**src/rtl/bit_port_pkg.sv**
```systemverilog
// Package holding encodings, addresses and widths for the bit instruction unit.
package bit_port_pkg;
    localparam int INSTR_W = 12;
    localparam int PORT_W = 6;
    localparam logic [3:0] OP_BIT_SET = 4'h5;
    localparam logic [3:0] OP_SKIP_CLEAR = 4'h6;
    localparam logic [3:0] OP_SKIP_SET = 4'h7;
    localparam logic [4:0] ADDR_PORT_B = 5'h06;
    localparam logic [4:0] ADDR_PORT_C = 5'h07;
    localparam logic [PORT_W-1:0] DIR_RESET = 6'h3F;
    localparam logic [PORT_W-1:0] LATCH_RESET = 6'h00;
    localparam logic [7:0] FILE_RESET = 8'h00;
    localparam int SKIP_CYCLES = 2;
    typedef enum logic [1:0] {
        EXEC = 2'b01,
        FLUSH = 2'b10
    } exec_state_t;
endpackage

```
**src/rtl/bit_instruction_port_rmw.sv**
```systemverilog
// Bit set and bit test-and-skip execution with read-modify-write port latches.
`timescale 1ns/1ns
// Functional notes
// - Bit-set opcode 0101 bbbf ffff sets register bit in one cycle, no flags.
// - Opcode 0110 skips next instruction when selected bit is zero.
// - Opcode 0111 skips next instruction when selected bit is one.
// - Taken skip discards next word, runs a no-op; the slot waits for that word, two cycles total if it comes at once.
// - Port bit change reads all pins, alters bit, writes whole latch.
// - Input pin latches get loaded with the pin level during modification.
// - Pin turned to output drives whatever its latch currently holds.
// - Port latches update at cycle end; pin reads sample at that same edge.
// - Port registers at 06h and 07h have six bits; upper bits read zero.
module bit_instruction_port_rmw
    import bit_port_pkg::*;
(
    // Clock and reset.
    input wire logic mclk,
    input wire logic rst,
    // Instruction stream from the fetch stage.
    input wire logic instrValid,
    input wire logic [bit_port_pkg::INSTR_W-1:0] instrWord,
    // Direction load for the two ports, one means input.
    input wire logic dirLoadB,
    input wire logic dirLoadC,
    input wire logic [bit_port_pkg::PORT_W-1:0] dirData,
    // Pin levels seen at the port pads.
    input wire logic [bit_port_pkg::PORT_W-1:0] pinInB,
    input wire logic [bit_port_pkg::PORT_W-1:0] pinInC,
    // Pad drive for the two ports.
    output logic [bit_port_pkg::PORT_W-1:0] pinOutB,
    output logic [bit_port_pkg::PORT_W-1:0] pinOeB,
    output logic [bit_port_pkg::PORT_W-1:0] pinOutC,
    output logic [bit_port_pkg::PORT_W-1:0] pinOeC,
    // Execution status towards the pipeline.
    output logic skipActive,
    output logic retired,
    output logic [7:0] testValue
);
    import bit_port_pkg::*;

    exec_state_t state_reg, state_next;
    logic [7:0] fileMem [0:31];
    // Direction is held inverted so the pad enables come straight from flops.
    logic [PORT_W-1:0] latchB_reg, latchC_reg, oeB_reg, oeC_reg;
    logic skip_reg, retired_reg;
    logic [7:0] testValue_reg;

    wire logic [3:0] opcode = instrWord[11:8];
    wire logic [2:0] bitIdx = instrWord[7:5];
    wire logic [4:0] fileAddr = instrWord[4:0];
    wire logic execNow = instrValid && (state_reg == EXEC);
    wire logic isSet = execNow && (opcode == OP_BIT_SET);
    wire logic isSkipClr = execNow && (opcode == OP_SKIP_CLEAR);
    wire logic isSkipSet = execNow && (opcode == OP_SKIP_SET);
    wire logic hitB = fileAddr == ADDR_PORT_B;
    wire logic hitC = fileAddr == ADDR_PORT_C;
    // Ports read the pads, zero-extended, so tests see pin levels.
    wire logic [7:0] readValue = hitB ? {2'b00, pinInB} :
        hitC ? {2'b00, pinInC} : fileMem[fileAddr];
    wire logic [7:0] bitMask = 8'h01 << bitIdx;
    wire logic [7:0] setValue = readValue | bitMask;
    wire logic selBit = |(readValue & bitMask);
    wire logic skipTaken = (isSkipClr && !selBit) ||
        (isSkipSet && selBit);

    always_comb begin
        state_next = state_reg;
        case (state_reg)
            EXEC: if (skipTaken) state_next = FLUSH;
            FLUSH: if (instrValid) state_next = EXEC;
            default: state_next = EXEC;
        endcase
    end

    always_ff @(posedge mclk) begin
        if (rst) begin
            state_reg <= EXEC;
        end else begin
            state_reg <= state_next;
        end
    end

    // The file array keeps its contents over reset, as the core registers do.
    always_ff @(posedge mclk) begin
        if (isSet && !hitB && !hitC) begin
            fileMem[fileAddr] <= setValue;
        end
    end

    // Whole latch rewritten at cycle end, including bits of input pins.
    always_ff @(posedge mclk) begin
        if (rst) begin
            latchB_reg <= LATCH_RESET;
            latchC_reg <= LATCH_RESET;
            oeB_reg <= ~DIR_RESET;
            oeC_reg <= ~DIR_RESET;
        end else begin
            if (isSet && hitB) latchB_reg <= setValue[PORT_W-1:0];
            if (isSet && hitC) latchC_reg <= setValue[PORT_W-1:0];
            if (dirLoadB) oeB_reg <= ~dirData;
            if (dirLoadC) oeC_reg <= ~dirData;
        end
    end

    always_ff @(posedge mclk) begin
        if (rst) begin
            skip_reg <= 1'b0;
            retired_reg <= 1'b0;
            testValue_reg <= FILE_RESET;
        end else begin
            skip_reg <= state_next == FLUSH;
            retired_reg <= execNow;
            testValue_reg <= execNow ? readValue : testValue_reg;
        end
    end

    assign skipActive = skip_reg;
    assign retired = retired_reg;
    assign testValue = testValue_reg;
    // Output drive always takes the latch, whatever was last written to it.
    assign pinOutB = latchB_reg;
    assign pinOutC = latchC_reg;
    assign pinOeB = oeB_reg;
    assign pinOeC = oeC_reg;
endmodule // bit_instruction_port_rmw

```
**config.mk**
```make
export PLATFORM = sky130hd
export DESIGN_NAME = bit_instruction_port_rmw
export DESIGN_NICKNAME = d
export VERILOG_FILES = /design/src/rtl/bit_port_pkg.sv /design/src/rtl/bit_instruction_port_rmw.sv
export SDC_FILE = /design/constraint.sdc
export NUM_CORES = 1
export LEC_CHECK = 0
export BUFFER_PORTS_ARGS = -buffer_cell sky130_fd_sc_hd__buf_2
export CORE_ASPECT_RATIO = 0.9
export CORE_UTILIZATION = 65
export CTS_BUF_LIST = sky130_fd_sc_hd__clkbuf_16
export DETAILED_ROUTE_END_ITERATION = 6
export PLACE_DENSITY = 0.84
export SLEW_MARGIN = 20
export SYNTH_ARGS = -nofsm -noshare
export SYNTH_HDL_FRONTEND = slang
export SYNTH_SLANG_ARGS = --single-unit
```
**constraint.sdc**
```tcl
create_clock -name mclk -period 8.37 [get_ports mclk]
set_input_delay 0 -clock mclk [delete_from_list [all_inputs] [get_ports mclk]]
set_output_delay 0 -clock mclk [all_outputs]
set_load 0.05 [all_outputs]
```
==> impl_metrics.xml <==
<?xml version="1.0" encoding="UTF-8"?>
<metrics>
  <group name="status">
    <metric name="run_status" unit="">finished, final reports clean</metric>
  </group>
  <group name="pwr">
    <metric name="power-per-cell-area" unit="nW/um2">243</metric>
    <metric name="maximum_vdd_ir_drop" unit="V">0.000193</metric>
    <metric name="power.share.switching" unit="%">23.1</metric>
    <metric name="cellInternalPower" unit="W">0.00246</metric>
    <metric name="p_switching" unit="W">0.000739</metric>
    <metric name="total_leakage_power" unit="nW">4.68</metric>
    <metric name="power_frac_comb" unit="%">9.0</metric>
    <metric name="seqPwrFrac" unit="%">50.8</metric>
    <metric name="relative_contribution_of_the_clock_network_to_total_power" unit="%">40.2</metric>
  </group>
  <group name="synthesis">
    <metric name="synth-compound-area-share" unit="%">7.52</metric>
    <metric name="synth_ff_type" unit="">edfxtp_1</metric>
    <metric name="synth_area" unit="um2">11600</metric>
    <metric name="synthArstFlopShare" unit="%">0</metric>
    <metric name="combinational_family_with_the_most_area_after_synthesis" unit="">multiplexers</metric>
    <metric name="post_synth_num_cell_types" unit="">57</metric>
    <metric name="synth.most_common_cell" unit="">edfxtp_1</metric>
    <metric name="multiplexer_fraction_of_the_synthesized_cell_area" unit="%">10.9</metric>
    <metric name="synth.top_cell.area_share" unit="%">64.8</metric>
    <metric name="synthSimpleGateAreaFrac" unit="%">7.32</metric>
    <metric name="synth-seq-area-share" unit="%">71.0</metric>
    <metric name="synth_edf_count" unit="">250</metric>
    <metric name="yosys.area.top_type" unit="">edfxtp_1</metric>
    <metric name="synthAdderAreaFrac" unit="%">0.216</metric>
    <metric name="ys.warnings.count" unit="">0</metric>
    <metric name="largest_cells_by_area_after_synthesis" unit="">edfxtp_1 65%, mux2i_1 9.9%, dfxtp_1 6.2%</metric>
    <metric name="synth.cells.most_frequent" unit="">250 x edfxtp_1, 115 x mux2i_1, 78 x nor2_1</metric>
    <metric name="postSynthRegisterBits" unit="">286</metric>
    <metric name="post_syn_instances" unit="">748</metric>
    <metric name="yosys.area_share.xor_xnor" unit="%">0</metric>
    <metric name="postSynthAreaPerCell" unit="um2">15.5</metric>
  </group>
  <group name="critical_path">
    <metric name="cp-end-kind" unit="">register</metric>
    <metric name="startpoint" unit="">instrWord[1]</metric>
    <metric name="worst_ep_arrival_time" unit="ns">3.74</metric>
    <metric name="cp_slowest_stage_delay" unit="ns">0.89</metric>
    <metric name="worst_path_buf_inv" unit="">2</metric>
    <metric name="crit_required" unit="ns">8.35</metric>
    <metric name="critical_path_peak_fanout" unit="">69</metric>
    <metric name="reg2reg_depth" unit="">8</metric>
    <metric name="cp-start-kind" unit="">primary input</metric>
    <metric name="path_depth" unit="">8</metric>
    <metric name="crit-reg2reg-launch" unit="">state_reg[1]</metric>
    <metric name="critPathSlowestCell" unit="">buf_4</metric>
    <metric name="crit_chain" unit="">buf_6, buf_4, mux2i_1, o22ai_1, nor4_1, a31oi_1, a21oi_1, nand2_1</metric>
    <metric name="critical_path_class" unit="">primary input to register</metric>
    <metric name="critPathTopFamily" unit="">buffers and inverters</metric>
  </group>
  <group name="finish">
    <metric name="layout.nets" unit="">872</metric>
    <metric name="area_delta_synth_final" unit="%">13.8</metric>
    <metric name="postLayoutCellArea" unit="um2">13200</metric>
    <metric name="post_route_cells_drive_above_1_share" unit="%">16.7</metric>
    <metric name="layout.filler_cells" unit="">934</metric>
    <metric name="flip_flop_count_of_the_largest_register_after_layout" unit="">250</metric>
  </group>
  <group name="die">
    <metric name="fp.dieH" unit="um">129</metric>
    <metric name="fp-row-count" unit="">45</metric>
    <metric name="design.portCount" unit="">69</metric>
    <metric name="die_width" unit="um">143</metric>
    <metric name="placeable_core_region" unit="um2">17200</metric>
    <metric name="start_util" unit="%">67.5</metric>
    <metric name="dieArea" unit="um2">18400</metric>
  </group>
  <group name="sta">
    <metric name="finalClockSkew" unit="ns">0.0147</metric>
    <metric name="final.setup.tns" unit="ns">0</metric>
    <metric name="final_hold_viol_count" unit="">0</metric>
    <metric name="fin_ws" unit="ns">4.61</metric>
    <metric name="grt_setup_unrepaired" unit="">false</metric>
    <metric name="timing.slew.headroom" unit="%">19.9</metric>
    <metric name="worstMarginPinSlew" unit="ns">1.20</metric>
    <metric name="final-max-slew-violation-count" unit="">0</metric>
    <metric name="fin_crit" unit="ns">3.76</metric>
    <metric name="clock.fmax" unit="MHz">266</metric>
    <metric name="min_period_over_period" unit="%">44.9</metric>
    <metric name="timing.final.setup_violations" unit="">0</metric>
  </group>
  <group name="detailed_routing">
    <metric name="final_ant_viol_nets" unit="">0</metric>
    <metric name="routed_via_density" unit="">6.79</metric>
    <metric name="detail_route.iter0.violations" unit="">909</metric>
    <metric name="wirelength" unit="um">28700</metric>
    <metric name="wl_per_cell" unit="um">26.3</metric>
    <metric name="post-route-drc-count" unit="">0</metric>
    <metric name="drt_pass1_iterations" unit="">5</metric>
    <metric name="routed_vias" unit="">7397</metric>
  </group>
  <group name="cts">
    <metric name="tritoncts_num_sinks" unit="">286</metric>
    <metric name="tritoncts_buffer_count" unit="">27</metric>
    <metric name="cts.root.buffer_cell" unit="">clkbuf_16</metric>
    <metric name="tritoncts_clock_tree" unit="">built</metric>
    <metric name="cts_hold_repair.buffers" unit="">25</metric>
    <metric name="worst_skew_pair.late_latency" unit="ns">0.54</metric>
    <metric name="cts.repair.resized" unit="">0</metric>
    <metric name="number_of_post_cts_setup_repair_buffers" unit="">0</metric>
    <metric name="clkSlewWorstSetupHoldPaths" unit="ns">0.06</metric>
    <metric name="htreeDepth" unit="">1</metric>
    <metric name="ctsLongestPathBuffers" unit="">3</metric>
  </group>
  <group name="grt">
    <metric name="grt_overflow_total" unit="">0</metric>
    <metric name="overall_global_routing_usage" unit="%">32.1</metric>
    <metric name="via_count_of_the_first_global_routing_pass" unit="">7156</metric>
    <metric name="number_of_antenna_violations_at_the_first_check_in_global_routing" unit="">0</metric>
    <metric name="largest_net_degree_at_the_start_of_global_routing" unit="">70</metric>
    <metric name="global_route_wire_length_before_repair" unit="um">42400</metric>
  </group>
  <group name="min_path">
    <metric name="holdPathStages" unit="">4</metric>
    <metric name="hold_path.class" unit="">primary input to register</metric>
    <metric name="timing.hold.worst.start" unit="">instrWord[8]</metric>
  </group>
  <group name="placement">
    <metric name="port-buffer-count" unit="">68</metric>
    <metric name="dp_slack" unit="ns">4.31</metric>
    <metric name="post_dp_cell_area" unit="um2">12000</metric>
    <metric name="gp_congestion" unit="">0.919</metric>
    <metric name="dp_hpwl" unit="um">17300</metric>
  </group>
  <group name="run">
    <metric name="max-cap-violations" unit="">0</metric>
  </group>
</metrics>
==> tightest hold or removal path: cells and delay by family <==
kind            cells  cell delay, ns
compound gates      2            0.25
simple gates        1            0.14
buf+inv             1            0.12
==> kinds of logic after synthesis <==
| family | after synthesis |
|---|---|
| buffers and inverters | 53 |
| flip-flops | 286 |
| multiplexers | 122 |
| AO/OA/AOI/OAI | 124 |
| adder cells (fa/ha/maj) | 2 |
| other | 1 |
| AND/OR/NAND/NOR | 160 |
==> power groups by stage <==
stage	Clock, W	Combinational (W)	Sequential (W)
final	0.00129	0.000287	0.00162
after global routing	0.00134	0.000304	0.00163
after CTS	0.00128	0.000280	0.00162
after detailed placement	0	0.000269	0.00165
after global placement	0	0.000258	0.00165
after floorplan	0	0.000149	0.00169
==> cell type report <==
| type | instances | area (um2) | area share (%) |
|---|---|---|---|
| Clock buffer | 27 | 676 | 5.13 |
| Inverter | 4 | 15.0 | 0.114 |
| Antenna cell | 1 | 2.50 | 0.0190 |
| Sequential cell | 286 | 8230 | 62.4 |
| Tap cell | 235 | 294 | 2.23 |
| Clock inverter | 21 | 248 | 1.88 |
| Timing Repair Buffer | 98 | 634 | 4.81 |
| Multi-Input combinational cell | 418 | 3080 | 23.4 |
==> cell usage in the layout, fill, tap and decap left out, types with 6 or more instances in the layout <==
cell type        n
nand3b_1         6
buf_2           67
o22ai_1         54
conb_1          10
nand2_1         18
clkinv_2         6
dlygate4sd3_1   25
clkinv_1         7
dfxtp_1         36
a211oi_1        21
mux2i_1        115
edfxtp_1       250
a21oi_1         13
clkbuf_16       27
nor4_1           9
nor2_1          76
a31oi_1          6
a311oi_1         9
bufinv_16        6
==> metrics by stage <==
step                utilization (%)  instances  hold slack, ns  power, W
detailed placement             69.8       1016           0.205   0.00192
CTS                            76.7       1089         0.00532   0.00319
floorplan                         -        757          0.0990   0.00184
global placement               69.8       1016           0.198   0.00191
global route                   76.7       1089          0.0375   0.00327
finish                         76.8       1090          0.0251   0.00320
==> final timing paths <==
check                        end  slack [ns]
hold reg to reg     testValue[4]        0.47
hold / removal      state_reg[1]        0.03
setup / recovery  fileMem[28][1]        4.61
setup reg to reg  fileMem[31][5]        4.69
==> per-layer routing <==
layer  GRT usage, %  up-vias  routed length (um)
met1           41.8     3593               10700
li1               -     3124                   -
met5              0        -                   0
met2           50.9      554               13200
met3           8.71      126                3430
met4           14.9        0                1460
No activity file was read; power rests on OpenSTA's default activity.
